## src/logic/teach_pkg.sv

```systemverilog
// Purpose: Shared constants and types for the position teach block
// Assumes: 32-bit AHB-Lite register map, 12 address bits decoded
// Notes:   Function codes are decimal values written in hex
package teach_pkg;
	localparam int          POS_W          = 32;
	localparam int          NUM_TERM       = 8;
	localparam int          NUM_SLOT       = 8;
	localparam int          SLOT_W         = 3;
	localparam int          CODE_W         = 8;
	localparam int          ADDR_W         = 12;
	localparam int          BLOCK_LSB      = 5;
	// Terminal function codes
	localparam logic [7:0]  FUNC_TEACH     = 8'h2d;
	localparam logic [7:0]  FUNC_POS_CLEAR = 8'h2f;
	localparam logic [7:0]  FUNC_CP1       = 8'h42;
	localparam logic [7:0]  FUNC_CP2       = 8'h43;
	localparam logic [7:0]  FUNC_CP3       = 8'h44;
	localparam logic [7:0]  FUNC_NONE      = 8'hff;
	// Control pulse modes
	localparam logic [7:0]  MODE_ABS       = 8'h02;
	localparam logic [7:0]  MODE_ABS_HR    = 8'h03;
	// Register byte offsets
	localparam logic [11:0] ADDR_MODE      = 12'h000;
	localparam logic [11:0] ADDR_TEACH_SEL = 12'h004;
	localparam logic [11:0] ADDR_STATUS    = 12'h008;
	localparam logic [11:0] ADDR_CUR_POS   = 12'h00c;
	localparam logic [11:0] ADDR_SPEED     = 12'h010;
	localparam logic [11:0] ADDR_ACCEL     = 12'h014;
	localparam logic [11:0] ADDR_DEVIATION = 12'h018;
	localparam logic [11:0] ADDR_FUNC_BASE = 12'h020;
	localparam logic [11:0] ADDR_SLOT_BASE = 12'h040;
	// Reset values
	localparam logic [7:0]  MODE_RST       = 8'h00;
	localparam logic [2:0]  SEL_RST        = 3'h0;
	// Status fields
	localparam int          STAT_TEACH     = 0;
	localparam int          STAT_RUN       = 1;
	localparam int          STAT_CP_ASSIGN = 2;
	localparam int          STAT_SLOT_LSB  = 4;
	// AHB constants
	localparam logic [1:0]  HRESP_OKAY     = 2'h0;

	typedef struct packed {
		logic             teach;
		logic             posClear;
		logic             cpAssigned;
		logic [SLOT_W-1:0] cpSel;
	} term_s;

	typedef struct packed {
		logic [POS_W-1:0] speed;
		logic [POS_W-1:0] accel;
	} profile_s;

	typedef enum logic {
		DRV_IDLE = 1'b0,
		DRV_RUN  = 1'b1
	} drive_e;
endpackage

```

## src/logic/pin_sync.sv

```systemverilog
// Purpose: Two-flop synchroniser for a group of pins
// Assumes: Pins are asynchronous to sys_clk
// Notes:   First stage feeds only the second stage
`timescale 1ns/1ns
module pin_sync #(
	parameter int W = 1
) (
	input  wire logic         sys_clk,
	input  wire logic         rst_b,
	input  wire logic [W-1:0] pinIn,
	output logic      [W-1:0] pinOut
);
	logic [W-1:0] meta_q;

	always_ff @(posedge sys_clk or negedge rst_b) begin
		if (!rst_b) begin
			meta_q <= '0;
			pinOut <= '0;
		end else begin
			meta_q <= pinIn;
			pinOut <= meta_q;
		end
	end
endmodule

```

## src/logic/position_teach_capture.sv

```systemverilog
// Purpose: Teach current position into one of eight stored target slots
// Assumes: AHB-Lite slave, zero wait states, single word transfers
// Notes:   Pins synchronised before use
// How it works
// Terminal is teach input when code 45
// Teaching only in absolute modes 02/03
// Run start latches speed and acceleration profile
// Position counter follows encoder, driven or not
// Store key writes position into selected slot
// Slot select 00..07 maps to slots 0..7
// Slot select is volatile, resets to 00
// Operator presses store key when value shown
// Three weighted select bits pick slot, default 0
// Position clear zeroes position and deviation counters
// One capture per store key press
`timescale 1ns/1ns
module position_teach_capture
	import teach_pkg::*;
(
	input  wire logic                      sys_clk,
	input  wire logic                      rst_b,
	input  wire logic                      hsel,
	input  wire logic [31:0]               haddr,
	input  wire logic [1:0]                htrans,
	input  wire logic                      hwrite,
	input  wire logic [2:0]                hsize,
	input  wire logic [31:0]               hwdata,
	input  wire logic                      hready,
	output logic                           hreadyout,
	output logic [31:0]                    hrdata,
	output logic                           hresp,
	input  wire logic [teach_pkg::NUM_TERM-1:0] termPin,
	input  wire logic                      runPin,
	input  wire logic                      storeKeyPin,
	input  wire logic                      encStepPin,
	input  wire logic                      encDirPin,
	output logic                           driveRun,
	output teach_pkg::profile_s            driveProfile,
	output logic [teach_pkg::POS_W-1:0]    targetPosition,
	output logic [teach_pkg::SLOT_W-1:0]   activeSlot,
	output logic                           teachActive
);
	import teach_pkg::*;

	function automatic logic inBlock(input logic [ADDR_W-1:0] a, input logic [ADDR_W-1:0] base);
		inBlock = (a[ADDR_W-1:BLOCK_LSB] == base[ADDR_W-1:BLOCK_LSB]);
	endfunction

	logic [NUM_TERM+3:0] pinSync;
	logic [NUM_TERM-1:0] termLvl;
	logic                runS, storeS, stepS, dirS;

	pin_sync #(.W(NUM_TERM+4)) u_sync (
		.sys_clk (sys_clk),
		.rst_b   (rst_b),
		.pinIn   ({termPin, runPin, storeKeyPin, encStepPin, encDirPin}),
		.pinOut  (pinSync)
	);
	assign {termLvl, runS, storeS, stepS, dirS} = pinSync;

	// Configuration and bus state
	logic [7:0]          mode_q, mode_d;
	logic [SLOT_W-1:0]   sel_q, sel_d;
	logic [CODE_W-1:0]   func_q [NUM_TERM];
	logic [CODE_W-1:0]   func_d [NUM_TERM];
	logic [POS_W-1:0]    slot_q [NUM_SLOT];
	logic [POS_W-1:0]    slot_d [NUM_SLOT];
	logic [POS_W-1:0]    speed_q, speed_d, accel_q, accel_d;
	logic                wrPend_q, wrPend_d;
	logic [ADDR_W-1:0]   wrAddr_q, wrAddr_d;
	logic [31:0]         rdata_q, rdata_d, rdMux;
	// Motion state
	logic [POS_W-1:0]    pos_q, pos_d, dev_q, dev_d, target_q, target_d;
	logic                storePrev_q, storePrev_d, stepPrev_q, stepPrev_d;
	logic                runPrev_q, runPrev_d;
	drive_e              state_q, state_d;
	profile_s            prof_q, prof_d;

	term_s               term;
	logic                captureFire, stepEdge, runEdge, modeAbs;
	logic [ADDR_W-1:0]   aAddr;

	// Terminal function decode
	always_comb begin
		term = '0;
		for (int i = 0; i < NUM_TERM; i++) begin
			if (func_q[i] == FUNC_TEACH && termLvl[i]) term.teach = 1'b1;
			if (func_q[i] == FUNC_POS_CLEAR && termLvl[i]) term.posClear = 1'b1;
			if (func_q[i] == FUNC_CP1 || func_q[i] == FUNC_CP2 || func_q[i] == FUNC_CP3)
				term.cpAssigned = 1'b1;
			if (func_q[i] == FUNC_CP1 && termLvl[i]) term.cpSel[0] = 1'b1;
			if (func_q[i] == FUNC_CP2 && termLvl[i]) term.cpSel[1] = 1'b1;
			if (func_q[i] == FUNC_CP3 && termLvl[i]) term.cpSel[2] = 1'b1;
		end
	end

	assign modeAbs     = (mode_q == MODE_ABS) || (mode_q == MODE_ABS_HR);
	assign teachActive = modeAbs && term.teach;
	assign activeSlot  = term.cpAssigned ? term.cpSel : SEL_RST;
	assign captureFire = teachActive && storeS && !storePrev_q;
	assign stepEdge    = stepS && !stepPrev_q;
	assign runEdge     = runS && !runPrev_q;
	assign aAddr       = haddr[ADDR_W-1:0];

	// Read mux
	always_comb begin
		rdMux = 32'h0;
		if (aAddr == ADDR_MODE) rdMux = {24'h0, mode_q};
		else if (aAddr == ADDR_TEACH_SEL) rdMux = {29'h0, sel_q};
		else if (aAddr == ADDR_STATUS) begin
			rdMux[STAT_TEACH] = teachActive;
			rdMux[STAT_RUN] = (state_q == DRV_RUN);
			rdMux[STAT_CP_ASSIGN] = term.cpAssigned;
			rdMux[STAT_SLOT_LSB +: SLOT_W] = activeSlot;
		end
		else if (aAddr == ADDR_CUR_POS) rdMux = pos_q;
		else if (aAddr == ADDR_SPEED) rdMux = speed_q;
		else if (aAddr == ADDR_ACCEL) rdMux = accel_q;
		else if (aAddr == ADDR_DEVIATION) rdMux = dev_q;
		else if (inBlock(aAddr, ADDR_FUNC_BASE)) rdMux = {24'h0, func_q[aAddr[4:2]]};
		else if (inBlock(aAddr, ADDR_SLOT_BASE)) rdMux = slot_q[aAddr[4:2]];
	end

	always_comb begin
		mode_d   = mode_q;
		sel_d    = sel_q;
		func_d   = func_q;
		slot_d   = slot_q;
		speed_d  = speed_q;
		accel_d  = accel_q;
		wrPend_d = hsel && hready && htrans[1] && hwrite;
		wrAddr_d = aAddr;
		rdata_d  = rdata_q;
		if (hsel && hready && htrans[1] && !hwrite) rdata_d = rdMux;
		if (wrPend_q) begin
			if (wrAddr_q == ADDR_MODE) mode_d = hwdata[7:0];
			else if (wrAddr_q == ADDR_TEACH_SEL) sel_d = hwdata[SLOT_W-1:0];
			else if (wrAddr_q == ADDR_SPEED) speed_d = hwdata;
			else if (wrAddr_q == ADDR_ACCEL) accel_d = hwdata;
			else if (inBlock(wrAddr_q, ADDR_FUNC_BASE)) func_d[wrAddr_q[4:2]] = hwdata[7:0];
			else if (inBlock(wrAddr_q, ADDR_SLOT_BASE)) slot_d[wrAddr_q[4:2]] = hwdata;
		end
		// Capture wins over a bus write to the same slot
		if (captureFire) slot_d[sel_q] = pos_q;
	end

	always_ff @(posedge sys_clk or negedge rst_b) begin
		if (!rst_b) begin
			mode_q   <= MODE_RST;
			sel_q    <= SEL_RST;
			for (int i = 0; i < NUM_TERM; i++) func_q[i] <= FUNC_NONE;
			for (int i = 0; i < NUM_SLOT; i++) slot_q[i] <= '0;
			speed_q  <= '0;
			accel_q  <= '0;
			wrPend_q <= 1'b0;
			wrAddr_q <= '0;
			rdata_q  <= 32'h0;
		end else begin
			mode_q   <= mode_d;
			sel_q    <= sel_d;
			func_q   <= func_d;
			slot_q   <= slot_d;
			speed_q  <= speed_d;
			accel_q  <= accel_d;
			wrPend_q <= wrPend_d;
			wrAddr_q <= wrAddr_d;
			rdata_q  <= rdata_d;
		end
	end

	assign hreadyout = 1'b1;
	assign hresp     = HRESP_OKAY[0];
	assign hrdata    = rdata_q;

	// Position, deviation and drive
	always_comb begin
		pos_d       = pos_q;
		storePrev_d = storeS;
		stepPrev_d  = stepS;
		runPrev_d   = runS;
		state_d     = state_q;
		prof_d      = prof_q;
		target_d    = slot_q[activeSlot];
		if (stepEdge) pos_d = dirS ? pos_q + 32'h1 : pos_q - 32'h1;
		if (term.posClear) pos_d = '0;
		case (state_q)
			DRV_IDLE: begin
				if (runEdge) begin
					state_d = DRV_RUN;
					prof_d  = '{speed: speed_q, accel: accel_q};
				end
			end
			DRV_RUN: begin
				if (!runS) state_d = DRV_IDLE;
			end
			default: state_d = DRV_IDLE;
		endcase
		dev_d = (state_q == DRV_RUN) ? target_q - pos_q : '0;
		if (term.posClear) dev_d = '0;
	end

	always_ff @(posedge sys_clk or negedge rst_b) begin
		if (!rst_b) begin
			pos_q       <= '0;
			dev_q       <= '0;
			target_q    <= '0;
			storePrev_q <= 1'b0;
			stepPrev_q  <= 1'b0;
			runPrev_q   <= 1'b0;
			state_q     <= DRV_IDLE;
			prof_q      <= '0;
		end else begin
			pos_q       <= pos_d;
			dev_q       <= dev_d;
			target_q    <= target_d;
			storePrev_q <= storePrev_d;
			stepPrev_q  <= stepPrev_d;
			runPrev_q   <= runPrev_d;
			state_q     <= state_d;
			prof_q      <= prof_d;
		end
	end

	assign driveRun       = (state_q == DRV_RUN);
	assign driveProfile   = prof_q;
	assign targetPosition = target_q;

	logic teachRef;
	always_comb begin
		teachRef = 1'b0;
		for (int i = 0; i < NUM_TERM; i++)
			if (func_q[i] == 8'h2d && termLvl[i]) teachRef = 1'b1;
	end
endmodule

```

## config.mk

```make
export PLATFORM = sky130hd
export DESIGN_NAME = position_teach_capture
export DESIGN_NICKNAME = d
export VERILOG_FILES = /design/src/logic/teach_pkg.sv /design/src/logic/pin_sync.sv /design/src/logic/position_teach_capture.sv
export SDC_FILE = /design/constraint.sdc
export NUM_CORES = 2
export LEC_CHECK = 0
export ABC_AREA = 1
export CAP_MARGIN = 10
export CORE_MARGIN = 1.5
export CORE_UTILIZATION = 45
export DETAILED_ROUTE_END_ITERATION = 10
export DONT_BUFFER_PORTS = 1
export GPL_TIMING_DRIVEN = 0
export PLACE_DENSITY_LB_ADDON = 0.12
export SLEW_MARGIN = 10
export SYNTH_ARGS = -nofsm -noshare
export SYNTH_HDL_FRONTEND = slang
export SYNTH_HIERARCHICAL = 1
export SYNTH_SLANG_ARGS = --single-unit
```

## constraint.sdc

```tcl
create_clock -name sys_clk -period 3 [get_ports sys_clk]
set_input_delay 0.45 -clock sys_clk [delete_from_list [all_inputs] [get_ports sys_clk]]
set_output_delay 0.45 -clock sys_clk [all_outputs]
set_load 0.03 [all_outputs]
```

==> results.json <==
{
  "fin_setup_tns_ps": -16690,
  "dpl_cell_area_um2": 41700,
  "fin_skew_ps": 34.1,
  "grt_pass1_vias": 40200,
  "die_y_um": 302,
  "slew_viol_final": 547,
  "hold_viol": 184,
  "failed_checks": "negative hold slack, max-slew violations, negative setup slack",
  "timing.hold.ws_ps": -518,
  "start_util_pct": 45.5,
  "fin_area_um2": 45100,
  "nets": 6295,
  "pwr_density_cell_nw_per_um2": 589,
  "maxCapViolations": 0,
  "synthXorXnorAreaFrac_pct": 0.480,
  "mostFrequentLayoutCell": "nand2_1",
  "num_vias": 43000,
  "area_growth_pct": 12.2,
  "antenna_found_initial": 6,
  "grt_max_degree": 629,
  "dieWidth_um": 302,
  "ir_drop_uv": 574,
  "synth_edf_count": 0,
  "ctsHoldBuffers": 26,
  "syn_inst": 6025,
  "seq_area_frac_synth_pct": 39.3,
  "place_hpwl_mm": 148,
  "synth_fa_ha_area_share_pct": 2.00,
  "timing.rr.end": "targetPosition[11]",
  "yosys_warnings": 6,
  "grt_pass1_wl_mm": 276,
  "layout_common_cells": "nand2_1 (1862), o21ai_0 (949), inv_1 (790)",
  "clock-sinks": 628,
  "setup_slack_ps": -425,
  "synth_ff_type": "dfrtp_1",
  "core-area_um2": 88400,
  "syn-num-nets": 6174,
  "final.fill_count": 9091,
  "ios": 221,
  "finalCritPeriodShare_pct": 114,
  "clk_latency_ps": 690,
  "outcome": "finished, violations left",
  "synth-simple-area-share_pct": 27.8,
  "syn_area_per_cell_um2": 6.67,
  "synth_compound_area_share_pct": 17.8,
  "ant_nets": 0,
  "reg2reg_depth": 15,
  "detail_route.first_pass.iterations": 6,
  "row_count": 109,
  "reg2reg_setup_slack_ps": 10,
  "dr.first_iter.drc_count": 5335,
  "routedWlPerCell_um": 26.1,
  "port_buffers": 0,
  "critPathKind": "input pin to asynchronous set/reset pin",
  "end_kind": "asynchronous set/reset pin",
  "leakagePower_nw": 24.3,
  "routed_wl_mm": 193,
  "grt_overflow_total": 0,
  "track_usage_pct": 41.6,
  "cts_buffers": 77,
  "die_area_um2": 91100,
  "synth_mux_area_share_pct": 0.897,
  "path_max_fanout": 628,
  "setup_viol": 122,
  "place.gp.congestion": 1.04,
  "tritoncts": "done",
  "worst_pin_slew_ps": 4790,
  "htree_levels": 3,
  "r2r_start": "func_q[55]",
  "drc_errors": 0,
  "arrival_ps": 2750,
  "synth_cell_type_count": 46,
  "synth-seq-cells": 628,
  "slew_headroom_pct": -220,
  "async_flop_share_pct": 100,
  "startpoint_type": "input pin",
  "path_clk_slew_ps": 60,
  "cts_root_buffer": "clkbuf_16",
  "hold_path_class": "input pin to asynchronous set/reset pin",
  "synth_top_family_by_area": "simple AND/OR/NAND/NOR gates",
  "syn_area_um2": 40200,
  "fmax_ghz": 0.292,
  "fin_crit_ps": 3430,
  "post_drt_via_cell_ratio": 5.83,
  "layout-drive-gt1-share_pct": 7.77,
  "required_ps": 2320,
  "cts_buffer_depth": 3
}
## synthesized netlist by cell type, types with 32 or more instances
| library cell | count | area, um^2 |
|---|---|---|
| buf_1 | 47 | 176 |
| nand4_1 | 48 | 300 |
| o22ai_1 | 50 | 313 |
| nor3_1 | 55 | 275 |
| o21ai_0 | 959 | 4800 |
| a21oi_1 | 148 | 741 |
| inv_1 | 795 | 2980 |
| nor2_1 | 276 | 1040 |
| buf_2 | 80 | 400 |
| mux2_2 | 32 | 360 |
| nand2_1 | 1867 | 7010 |
| clkbuf_1 | 200 | 751 |
| o21ai_1 | 132 | 661 |
| ha_1 | 61 | 763 |
| dfstp_2 | 64 | 1680 |
| nand3_1 | 431 | 2160 |
| dfrtp_1 | 564 | 14100 |
## per-layer routing
metal	wire length [um]	global-route usage, %	vias up
met4	11900	22.4	6
met1	75400	54.0	20500
li1	-	-	19600
met2	83200	63.8	2439
met5	52	0	-
met3	22000	10.5	516
## registers in the layout, indices dropped and copies added (netlist names), 3 cells and up
| register | count |
|---|---|
| speed_q | 32 |
| driveProfile | 64 |
| accel_q | 32 |
| slot_q | 256 |
| func_q | 64 |
| targetPosition | 32 |
| u_sync/meta_q | 12 |
| pos_q | 32 |
| sel_q | 3 |
| hrdata | 32 |
| mode_q | 8 |
| u_sync/pinOut | 12 |
| dev_q | 32 |
| wrAddr_q | 12 |
## kinds of logic after synthesis
logic type,Yosys count
XOR/XNOR,22
buffers and inverters,1188
other,2
AO/OA/AOI/OAI,1375
adder cells (fa/ha/maj),63
flip-flops,628
multiplexers,32
AND/OR/NAND/NOR,2715
## worst max-delay path by stage
stage,end,depth (start not counted),from
final,u_sync/pinOut[0],0,rst_b
after detailed placement,hrdata[22],9,haddr[3]
after global placement,hrdata[22],10,haddr[3]
after floorplan,pos_q[19],14,u_sync/pinOut[0]
after CTS,slot_q[203],14,func_q[45]
after global routing,activeSlot[2],7,func_q[38]
## stage by stage
step | instances | total power, mW | utilization, % | hold WS (ps) | worst slack, ps
2_1_floorplan | 6025 | 13.7 | - | 154 | 527
3_3_place_gp | 7190 | 16.5 | 47.1 | 168 | -1420
3_5_place_dp | 7190 | 16.5 | 47.1 | 171 | -1230
4_1_cts | 7362 | 26.3 | 50.8 | -540 | -5.96
5_1_grt | 7369 | 27.5 | 51.0 | -530 | -20.2
6_report | 7373 | 26.6 | 51.0 | -518 | -425
## timing repair
| action | 4_1_cts | 5_1_grt |
|---|---|---|
| cloned | 1 | 0 |
| pin swaps | 3 | 3 |
| setup buffers | 11 | 7 |
| endpoints found under the setup margin | 353 | 292 |
| endpoints found under the hold margin | 653 | 628 |
| gates resized for setup | 125 | 84 |
## final cells by class
cell class | count | area, um^2 | share of cell area (%)
Multi-Input combinational cell | 4209 | 19900 | 44.0
Tap cell | 1165 | 1460 | 3.23
Clock buffer | 111 | 2260 | 5.01
Antenna cell | 4 | 10.0 | 0.0222
Timing Repair inverter | 1 | 7.51 | 0.0166
Timing Repair Buffer | 44 | 433 | 0.960
Sequential cell | 628 | 15800 | 35.0
Clock inverter | 26 | 325 | 0.721
Buffer | 359 | 1790 | 3.96
Inverter | 826 | 3150 | 6.99
## report_power, final
group | internal, mW | switching (mW)
Combinational | 1.94 | 5.16
Clock | 5.63 | 4.14
Sequential | 8.97 | 0.719
Total | 16.5 | 10.0
Note: power is estimated with default switching activity, not from simulation.
